`src/pkg/mem_ecc_pkg.sv`:
```
// Purpose: shared constants, carriers and ecc functions for the memory ecc guard
// Assumes: 32-bit data words protected by a 39-bit extended hamming codeword
// Notes:   codeword bit 0 is overall parity, power-of-two positions hold check bits
package mem_ecc_pkg;

  localparam int          DATA_W          = 32;
  localparam int          CW_W            = 39;
  localparam int          SYN_W           = 6;
  localparam int          ADDR_W          = 32;
  localparam logic [31:0] CFG_RAM_BASE    = 32'h1400_0000;
  localparam int          CFG_RAM_SIZE_KB = 4;
  localparam logic [31:0] CFG_RAM_BYTES   = 32'(CFG_RAM_SIZE_KB * 1024);
  localparam int          FAIL_CLK_BIT    = 0;
  localparam int          FAIL_VOLT_BIT   = 1;
  localparam logic [1:0]  FAIL_SRC_RST    = 2'h0;

  typedef struct packed {
    logic              valid;
    logic [ADDR_W-1:0] addr;
    logic [CW_W-1:0]   cw;
  } rdReq_s;

  typedef struct packed {
    logic              valid;
    logic              dbl;
    logic [ADDR_W-1:0] addr;
  } errRec_s;

  localparam errRec_s ERR_REC_RST = '0;

  function automatic logic [SYN_W-1:0] ecc_syndrome(input logic [CW_W-1:0] cw);
    logic [SYN_W-1:0] syn;
    syn = '0;
    for (int i = 1; i < CW_W; i++) if (cw[i]) syn ^= SYN_W'(i);
    return syn;
  endfunction : ecc_syndrome

  function automatic logic [CW_W-1:0] ecc_encode(input logic [DATA_W-1:0] d);
    logic [CW_W-1:0]  cw;
    logic [SYN_W-1:0] syn;
    int               k;
    cw = '0;
    k  = 0;
    for (int i = 1; i < CW_W; i++) begin
      if ((i & (i - 1)) != 0) begin
        cw[i] = d[k];
        k++;
      end
    end
    syn = ecc_syndrome(cw);
    for (int b = 0; b < SYN_W; b++) cw[1 << b] = syn[b];
    cw[0] = ^cw;
    return cw;
  endfunction : ecc_encode

  // single errors are flipped back; double errors leave data as stored
  function automatic logic [DATA_W-1:0] ecc_correct(input logic [CW_W-1:0] cwIn);
    logic [CW_W-1:0]   cw;
    logic [SYN_W-1:0]  syn;
    logic [DATA_W-1:0] d;
    int                k;
    cw  = cwIn;
    syn = ecc_syndrome(cw);
    d   = '0;
    k   = 0;
    if ((^cw) && (int'(syn) < CW_W)) cw[syn] = ~cw[syn];
    for (int i = 1; i < CW_W; i++) begin
      if ((i & (i - 1)) != 0) begin
        d[k] = cw[i];
        k++;
      end
    end
    return d;
  endfunction : ecc_correct

  // returns {double, single}
  function automatic logic [1:0] ecc_class(input logic [CW_W-1:0] cw);
    logic [SYN_W-1:0] syn;
    logic             par;
    syn = ecc_syndrome(cw);
    par = ^cw;
    if (par && (int'(syn) < CW_W)) return 2'h1;
    if (par || (syn != '0)) return 2'h2;
    return 2'h0;
  endfunction : ecc_class

endpackage : mem_ecc_pkg

```
`src/design/mem_ecc_guard.sv`:
```
// Purpose: ecc decode and fault logging for flash and system ram reads, error injection for ram reads
// Assumes: all inputs except the clock and voltage monitor flags are on sys_clk
// Notes:   funcRst is a one-cycle functional reset that spares the failure sources
`timescale 1ns/1ps
`default_nettype none
module mem_ecc_guard
  import mem_ecc_pkg::*;
(
  input  wire logic              sys_clk,
  input  wire logic              nrst,
  input  wire logic              funcRst,
  input  wire rdReq_s            flashReq,
  output logic [DATA_W-1:0]      flashData_ff,
  output logic                   flashValid_ff,
  output logic                   flashDbl_ff,
  output logic                   flashIrq_ff,
  input  wire logic              flashIrqEn,
  input  wire logic              flashClr,
  input  wire rdReq_s            ramReq,
  output logic [DATA_W-1:0]      ramData_ff,
  output logic                   ramValid_ff,
  input  wire logic [DATA_W-1:0] ramWrData,
  output logic [CW_W-1:0]        ramWrCw_ff,
  input  wire logic              injEn,
  input  wire logic [CW_W-1:0]   injMask,
  input  wire logic              ramReportEn,
  input  wire logic              ermIrqEn,
  input  wire logic              ermClr,
  output errRec_s                ermRec_ff,
  output logic                   ermIrq_ff,
  input  wire logic              miscEn,
  input  wire logic              miscClr,
  output logic                   miscSbe_ff,
  output logic                   miscDbe_ff,
  input  wire logic              clkFailIn,
  input  wire logic              voltFailIn,
  input  wire logic              failClr,
  output logic [1:0]             failSrc_ff
);

  // ----------------------------------------------------------------
  // decode
  // ----------------------------------------------------------------
  logic            inRegion;
  logic [CW_W-1:0] ramCw;
  logic [1:0]      flashCls;
  logic [1:0]      ramCls;
  logic            ramSgl;
  logic            ramDbl;

  always_comb begin
    inRegion = (ramReq.addr >= CFG_RAM_BASE) &&
               (ramReq.addr < CFG_RAM_BASE + CFG_RAM_BYTES);
    ramCw    = injEn ? (ramReq.cw ^ injMask) : ramReq.cw;
    flashCls = ecc_class(flashReq.cw);
    ramCls   = ecc_class(ramCw);
    ramSgl   = ramReq.valid && !inRegion && ramCls[0];
    ramDbl   = ramReq.valid && !inRegion && ramCls[1];
  end

  // ----------------------------------------------------------------
  // flash read path
  // ----------------------------------------------------------------
  logic [DATA_W-1:0] nxt_flashData;
  logic              nxt_flashValid;
  logic              nxt_flashDbl;

  always_comb begin
    nxt_flashData  = flashReq.valid ? ecc_correct(flashReq.cw) : flashData_ff;
    nxt_flashValid = flashReq.valid;
    nxt_flashDbl   = flashDbl_ff;
    if (flashClr || funcRst) nxt_flashDbl = 1'b0;
    // a new fault beats a clear in the same cycle
    if (flashReq.valid && flashCls[1]) nxt_flashDbl = 1'b1;
    if (funcRst) nxt_flashValid = 1'b0;
  end

  always_ff @(posedge sys_clk or negedge nrst) begin
    if (!nrst) begin
      flashData_ff  <= '0;
      flashValid_ff <= 1'b0;
      flashDbl_ff   <= 1'b0;
      flashIrq_ff   <= 1'b0;
    end else begin
      flashData_ff  <= nxt_flashData;
      flashValid_ff <= nxt_flashValid;
      flashDbl_ff   <= nxt_flashDbl;
      flashIrq_ff   <= nxt_flashDbl && flashIrqEn;
    end
  end

  // ----------------------------------------------------------------
  // system ram path
  // ----------------------------------------------------------------
  logic [DATA_W-1:0] nxt_ramData;

  always_comb begin
    nxt_ramData = ramData_ff;
    if (ramReq.valid) begin
      // the configurable region stores bare words in the low bits
      nxt_ramData = inRegion ? ramReq.cw[DATA_W-1:0] : ecc_correct(ramCw);
    end
  end

  always_ff @(posedge sys_clk or negedge nrst) begin
    if (!nrst) begin
      ramData_ff  <= '0;
      ramValid_ff <= 1'b0;
      ramWrCw_ff  <= '0;
    end else begin
      ramData_ff  <= nxt_ramData;
      ramValid_ff <= ramReq.valid && !funcRst;
      ramWrCw_ff  <= ecc_encode(ramWrData);
    end
  end

  // ----------------------------------------------------------------
  // error report unit
  // ----------------------------------------------------------------
  errRec_s nxt_ermRec;
  logic    ermLoad;

  always_comb begin
    nxt_ermRec = ermRec_ff;
    if (ermClr || funcRst) nxt_ermRec = ERR_REC_RST;
    // single record may be upgraded by a double, a double is never replaced
    ermLoad = ramReportEn && (ramSgl || ramDbl) &&
              (!nxt_ermRec.valid || (ramDbl && !nxt_ermRec.dbl));
    if (ermLoad) begin
      nxt_ermRec.valid = 1'b1;
      nxt_ermRec.dbl   = ramDbl;
      nxt_ermRec.addr  = ramReq.addr;
    end
  end

  always_ff @(posedge sys_clk or negedge nrst) begin
    if (!nrst) begin
      ermRec_ff <= ERR_REC_RST;
      ermIrq_ff <= 1'b0;
    end else begin
      ermRec_ff <= nxt_ermRec;
      ermIrq_ff <= nxt_ermRec.valid && ermIrqEn;
    end
  end

  // ----------------------------------------------------------------
  // platform misc control
  // ----------------------------------------------------------------
  logic nxt_miscSbe;
  logic nxt_miscDbe;

  always_comb begin
    nxt_miscSbe = (miscClr || funcRst) ? 1'b0 : miscSbe_ff;
    nxt_miscDbe = (miscClr || funcRst) ? 1'b0 : miscDbe_ff;
    if (miscEn && ramSgl) nxt_miscSbe = 1'b1;
    if (miscEn && ramDbl) nxt_miscDbe = 1'b1;
  end

  always_ff @(posedge sys_clk or negedge nrst) begin
    if (!nrst) begin
      miscSbe_ff <= 1'b0;
      miscDbe_ff <= 1'b0;
    end else begin
      miscSbe_ff <= nxt_miscSbe;
      miscDbe_ff <= nxt_miscDbe;
    end
  end

  // ----------------------------------------------------------------
  // failure sources
  // ----------------------------------------------------------------
  // monitor flags are asynchronous; only nrst and failClr clear these, never funcRst
  logic [1:0] failMeta_ff;
  logic [1:0] failSync_ff;
  logic [1:0] nxt_failSrc;

  always_comb begin
    nxt_failSrc = (failClr ? 2'h0 : failSrc_ff) | failSync_ff;
  end

  always_ff @(posedge sys_clk or negedge nrst) begin
    if (!nrst) begin
      failMeta_ff <= FAIL_SRC_RST;
      failSync_ff <= FAIL_SRC_RST;
      failSrc_ff  <= FAIL_SRC_RST;
    end else begin
      failMeta_ff[FAIL_CLK_BIT]  <= clkFailIn;
      failMeta_ff[FAIL_VOLT_BIT] <= voltFailIn;
      failSync_ff <= failMeta_ff;
      failSrc_ff  <= nxt_failSrc;
    end
  end
endmodule : mem_ecc_guard
`default_nettype wire

```
`config.mk`:
```
export PLATFORM = sky130hd
export DESIGN_NAME = mem_ecc_guard
export DESIGN_NICKNAME = d
export VERILOG_FILES = /design/src/pkg/mem_ecc_pkg.sv /design/src/design/mem_ecc_guard.sv
export SDC_FILE = /design/constraint.sdc
export NUM_CORES = 1
export LEC_CHECK = 0
export ABC_AREA = 1
export BUFFER_PORTS_ARGS = -buffer_cell sky130_fd_sc_hd__buf_2
export CORE_ASPECT_RATIO = 1.4
export CORE_MARGIN = 10
export CORE_UTILIZATION = 52
export DETAILED_ROUTE_END_ITERATION = 8
export PLACE_DENSITY = 0.92
export SLEW_MARGIN = 20
export SYNTH_ARGS = -nofsm -noshare
export SYNTH_HDL_FRONTEND = slang
export SYNTH_SLANG_ARGS = --single-unit
export TNS_END_PERCENT = 1
```
`constraint.sdc`:
```
create_clock -name sys_clk -period 1.4 [get_ports sys_clk]
set_input_delay 0.14 -clock sys_clk [delete_from_list [all_inputs] [get_ports sys_clk]]
set_output_delay 0.14 -clock sys_clk [all_outputs]
set_load 0.02 [all_outputs]
```
==> reports/metrics.json, run 1 <==
{
  "floorplanning": {
    "chipWidth_um": 143,
    "io_pins": 375,
    "die_h_um": 192,
    "rows": 62,
    "initial_core_util_pct": 53.3
  },
  "synth": {
    "yosys.cell_types.count": 35,
    "ys_warn_count": 0,
    "yosysTopAreaCell": "sky130_fd_sc_hd__dfrtp_1",
    "synth_seq_area_share_pct": 34.1,
    "post_synth_fa_ha_maj_area_fraction_pct": 0,
    "post_synth_xor_area_fraction_pct": 17.1,
    "netlist_top_cells_area": "sky130_fd_sc_hd__dfrtp_1 (34%), sky130_fd_sc_hd__nand2_1 (20%), sky130_fd_sc_hd__xnor2_1 (7.2%)",
    "synth_compound_gate_area_share_pct": 6.03,
    "post_synth_and_or_nand_nor_area_fraction_pct": 34.1,
    "synth.area.mux_share_pct": 0,
    "avgSynthCellArea_um2": 6.92,
    "synth.top_cell.area_share_pct": 34.1,
    "post_synth_top_flop": "sky130_fd_sc_hd__dfrtp_1",
    "ys_ff_latch": 150,
    "number_of_enable_type_register_cells_in_the_synthesized_netlist": 0,
    "mappedNetlistArea_mm2": 0.0110,
    "async_sr_flop_fraction_pct": 100,
    "largest_family_of_logic_cells_by_synthesized_area": "simple AND/OR/NAND/NOR gates",
    "netlist_instances": 1589,
    "postSynthNetCount": 1818
  },
  "outcome": {
    "status": "did not finish",
    "error": "[ERROR GRT-0232] Routing congestion too high. Check the congestion heatmap in the GUI.",
    "failed_stage": "global routing (5_1_grt)"
  },
  "placement": {
    "dp_hpwl_um": 37600,
    "gp_routability_congestion": 1.07,
    "io_buffer_count": 342,
    "place_area_mm2": 0.0150,
    "placed_cells": 2429
  },
  "clocking": {
    "cts_buffers": 17,
    "total_number_of_clock_tree_sinks": 150,
    "htree_num_levels": 4,
    "clock_tree.buffer_depth": 2,
    "root_buffer": "sky130_fd_sc_hd__clkbuf_16"
  },
  "timing": {
    "worstEndpointType": "sequential cell input",
    "worstEndpointGrtRepair": "ramData_ff[13]$_DFFE_PN0P_/D"
  },
  "global_routing": {
    "grt_max_degree": 61,
    "grt_remaining_overflow": 141,
    "global_route.usage.total_pct": 66.0
  }
}
cell families after synthesis:
| logic type | count (synthesis) |
|---|---|
| simple gates | 903 |
| xor+xnor | 198 |
| compound gates | 116 |
| buf+inv | 222 |
| flops | 150 |
through the flow:
stage          worst slack, ns  setup TNS (ns)
2_1_floorplan            -1.29         -123.31
3_3_place_gp             -1.77         -172.76
3_5_place_dp             -1.99         -187.68
4_1_cts                  -1.25         -118.53
repair_timing:
action / 4_1_cts
gates resized for setup: 114
gates cloned: 5
hold buffers: 60
hold endpoints to repair: 207
buffers inserted: 11
endpoints found under the setup margin: 104
pin swaps: 31
per-layer routing:
metal / global-route usage [%] / overflow
met1: 62.6 / 0
met2: 86.6 / 72
met3: 49.6 / 3
met4: 67.6 / 66
met5: 8.07 / 0
synth_stat cells (13+ instances only):
| master | number |
|---|---|
| sky130_fd_sc_hd__o21a_1 | 25 |
| sky130_fd_sc_hd__xor2_2 | 13 |
| sky130_fd_sc_hd__inv_1 | 162 |
| sky130_fd_sc_hd__a21oi_1 | 48 |
| sky130_fd_sc_hd__xnor2_1 | 91 |
| sky130_fd_sc_hd__clkbuf_1 | 22 |
| sky130_fd_sc_hd__xor2_1 | 87 |
| sky130_fd_sc_hd__nor2_1 | 111 |
| sky130_fd_sc_hd__dfrtp_1 | 150 |
| sky130_fd_sc_hd__nand2_2 | 16 |
| sky130_fd_sc_hd__nor3_1 | 29 |
| sky130_fd_sc_hd__o21ai_0 | 27 |
| sky130_fd_sc_hd__nand3_1 | 124 |
| sky130_fd_sc_hd__nand2_1 | 583 |
==> run 2, diff against run 1 <==
--- a/config.mk
+++ b/config.mk
@@ -7,11 +7,10 @@
 export LEC_CHECK = 0
 export ABC_AREA = 1
 export BUFFER_PORTS_ARGS = -buffer_cell sky130_fd_sc_hd__buf_2
-export CORE_ASPECT_RATIO = 1.4
 export CORE_MARGIN = 10
-export CORE_UTILIZATION = 52
+export CORE_UTILIZATION = 40
 export DETAILED_ROUTE_END_ITERATION = 8
-export PLACE_DENSITY = 0.92
+export PLACE_DENSITY_LB_ADDON = 0.15
 export SLEW_MARGIN = 20
 export SYNTH_ARGS = -nofsm -noshare
 export SYNTH_HDL_FRONTEND = slang
==> run 2 against run 1 <==
Net effect:
- the flow now finishes, with violations (setup timing)
- area after synthesis is the same
- synthesized cell count stayed put
==> reports/metrics.json, run 2 <==
{
  "route": {
    "routed_wire_length_per_instance_um": 18.7,
    "final_antenna_net_count": 0,
    "dr_total_vias": 13167,
    "detail_route.wirelength_um": 49800,
    "drt-initial-drc-count": 761,
    "vias_per_cell": 4.94,
    "drt-pass1-iter-count": 6,
    "drc_errors": 0
  },
  "worst_setup_path": {
    "worst_endpoint_required_time_ns": 1.77,
    "crit_path_start_kind": "input pin",
    "crit_path_top_delay_cell": "sky130_fd_sc_hd__clkbuf_16",
    "worst-path-max-fanout": 8,
    "critical-path-max-stage-delay_ns": 0.17,
    "worstSetupPathType": "input pin to register",
    "worstPathBufferInverterCount": 7,
    "end_kind": "register",
    "critPathTopFamily": "simple AND/OR/NAND/NOR gates",
    "critical_path_arrival_ns": 3.04
  },
  "global_routing": {
    "global_route.usage.total_pct": 27.0,
    "vias_in_the_first_global_route": 13386,
    "grt_pass1_wl_um": 72200,
    "grt_remaining_overflow": 0,
    "grt_max_degree": 44,
    "antenna_found_initial": 1
  },
  "clocking": {
    "cts_buffers": {"value": 17, "change": "unchanged"},
    "clk_latency_ns": 0.44,
    "root_buffer": {"value": "sky130_fd_sc_hd__clkbuf_16", "change": "unchanged"},
    "clock_tree.buffer_depth": {"value": 2, "change": "unchanged"},
    "htree_num_levels": {"value": 4, "change": "unchanged"},
    "clk_pin_slew_worst_setup_hold_paths_ns": 0.08,
    "total_number_of_clock_tree_sinks": {"value": 150, "change": "unchanged"},
    "cts_tree": "done"
  },
  "finish": {
    "fin_cells": 2664,
    "most_frequent_cells_in_the_layout": "sky130_fd_sc_hd__nand2_1 (473), sky130_fd_sc_hd__buf_2 (336), sky130_fd_sc_hd__buf_4 (304), sky130_fd_sc_hd__inv_1 (152), sky130_fd_sc_hd__dfrtp_1 (150)",
    "drive_gt1_share_pct": 43.5,
    "largest_registers": "ramWrCw_ff x39, ermRec_ff x34",
    "nets_finish": 2537,
    "syn_to_final_growth_pct": 66.9,
    "largest_reg_flops": 39,
    "top_register": "ramWrCw_ff",
    "layout_commonest_cell": "sky130_fd_sc_hd__nand2_1"
  },
  "synth": {
    "netlist_instances": {"value": 1589, "change": "unchanged"},
    "avgSynthCellArea": {"value": 6.92, "unit": "um^2", "change": "unchanged"},
    "postSynthNetCount": {"value": 1818, "change": "unchanged"},
    "yosysMostFrequentCell": {"value": "sky130_fd_sc_hd__nand2_1", "change": "unchanged"},
    "ys_warn_count": {"value": 0, "change": "unchanged"},
    "ys_ff_latch": {"value": 150, "change": "unchanged"},
    "synth_seq_area_share": {"value": 34.1, "unit": "%", "change": "unchanged"},
    "synth.top_cell.area_share": {"value": 34.1, "unit": "%", "change": "unchanged"},
    "netlist_top_cells_count": {"value": "sky130_fd_sc_hd__nand2_1 (583), sky130_fd_sc_hd__inv_1 (162), sky130_fd_sc_hd__dfrtp_1 (150), sky130_fd_sc_hd__nand3_1 (124), sky130_fd_sc_hd__nor2_1 (111)", "change": "unchanged"},
    "mappedNetlistArea": {"value": 0.0110, "unit": "mm^2", "change": "unchanged"},
    "netlist_top_cells_area": {"value": "sky130_fd_sc_hd__dfrtp_1 (34%), sky130_fd_sc_hd__nand2_1 (20%), sky130_fd_sc_hd__xnor2_1 (7.2%)", "change": "unchanged"},
    "post_synth_top_flop": {"value": "sky130_fd_sc_hd__dfrtp_1", "change": "unchanged"},
    "async_sr_flop_fraction": {"value": 100, "unit": "%", "change": "unchanged"},
    "yosysTopAreaCell": {"value": "sky130_fd_sc_hd__dfrtp_1", "change": "unchanged"},
    "yosys.cell_types.count": {"value": 35, "change": "unchanged"},
    "number_of_enable_type_register_cells_in_the_synthesized_netlist": {"value": 0, "change": "unchanged"}
  },
  "placement": {
    "gp_routability_congestion": {"value": 0.949, "change": "was 1.07"},
    "dp_hpwl": {"value": 36800, "unit": "um", "change": "was 37600 um"},
    "placed_cells": {"value": 2533, "change": "was 2429"},
    "io_buffer_count": {"value": 342, "change": "unchanged"},
    "pre_cts_ws": {"value": -1.93, "unit": "ns", "change": "was -1.99 ns"}
  },
  "timing": {
    "fin_setup_tns_ns": -123.26,
    "max_slew.worst_pin.slew_ns": 0.435,
    "hold_slack_ns": 0.00587,
    "timing.final.max_slew_violations": 0,
    "max_freq_mhz": 375,
    "fin_crit_sh_pct": 190,
    "rsz0062_at_grt": "true",
    "period_minus_slack_ns": 2.67,
    "fin_ws_ns": -1.27,
    "final_setup_skew_ns": 0.0106,
    "timing.slew.headroom_pct": 70.9,
    "finalHoldViolCount": 0,
    "timing.final.setup_violations": 104
  },
  "floorplanning": {
    "design.core.area_mm2": 0.0270,
    "die_h": {"value": 186, "unit": "um", "change": "was 192 um"},
    "initial_core_util": {"value": 40.7, "unit": "%", "change": "was 53.3%"},
    "chipWidth": {"value": 186, "unit": "um", "change": "was 143 um"},
    "rows": {"value": 60, "change": "was 62"},
    "io_pins": {"value": 375, "change": "unchanged"},
    "area_of_the_die_mm2": 0.0345
  },
  "power_and_ir_drop": {
    "peakVddDrop_uv": 956,
    "post-layout-total-power_mw": 31.4,
    "power-per-cell-area_mw_per_mm2": 1710,
    "p_leak_nw": 9.87
  },
  "min_path": {
    "worst_hold_path_type": "input pin to register"
  },
  "flow_run": {
    "max-cap-violations": 0
  },
  "outcome": {
    "status": {"value": "finished, violations left", "change": "was did not finish"},
    "failed_checks": "setup timing"
  }
}
-- run 2: final timing paths --
path / end / cells after the start / startpoint / slack (ns)
worst max-delay path: ramData_ff[3]$_DFFE_PN0P_ / 28 / injEn / -1.27
worst min-delay path: flashIrq_ff$_DFF_PN0_ / 4 / flashClr / 0.006
worst max register to register: ermRec_ff[1]$_DFFE_PN0P_ / 6 / ermRec_ff[32]$_DFF_PN0_ / 0.14
worst min register to register: failSync_ff[1]$_DFF_PN0_ / 0 / failMeta_ff[1]$_DFF_PN0_ / 0.37
max in group asynchronous: flashData_ff[17]$_DFFE_PN0P_ / 3 / nrst / 0.65
min in group asynchronous: ramData_ff[11]$_DFFE_PN0P_ / 2 / nrst / 0.16
-- run 2: tightest hold or removal path: stages --
cell                       delay [ns]
sky130_fd_sc_hd__buf_2           0.08
sky130_fd_sc_hd__nor2_1          0.04
sky130_fd_sc_hd__nand2_1         0.08
sky130_fd_sc_hd__a21boi_1        0.06
-- run 2: final cells by class --
class,count,area [um^2]
antenna,2,5.00
clock buffer,17,425
clock inverter,15,194
fill,2347,8670
inverter,175,674
multi-input combinational,1217,7510
sequential,150,3750
tap,341,427
timing repair buffer,747,5370
-- run 2: cell families after synthesis --
family	after synthesis	share of synthesized area [%]
compound gates	116	6.03
simple gates	903	34.1
flops	150	34.1
buf+inv	222	8.63
xor+xnor	198	17.1
-- run 2: routing by layer --
layer,GRT usage (%),up-vias,wire length (um)
li1,-,6324,-
met1,29.4,6244,18600
met2,49.8,489,26200
met3,6.34,110,3260
met4,9.35,0,1790
met5,0,-,0
-- run 2: power breakdown --
part,switching (mW),total [mW],internal [mW]
Clock,2.44,4.90,2.46
Sequential,0.282,5.18,4.90
Combinational,12.2,21.3,9.13
-- run 2: through the flow --
stage	utilization [%]	cell area [um^2]
3_5_place_dp	56.6	15300
3_3_place_gp	56.6	15300
2_1_floorplan	-	11000
4_1_cts	63.5	17200
6_report	67.9	18400
5_1_grt	67.9	18400
-- run 2: what timing repair did --
item                                   CTS  global route
setup buffers                            9            16
resized for setup                      120           233
endpoints found under the hold margin  208             0
hold buffers                            57             0
cloned                                   6             9
setup endpoints to repair              104           104
pin swaps                               25           100
No activity file was read; power rests on OpenSTA's default activity.
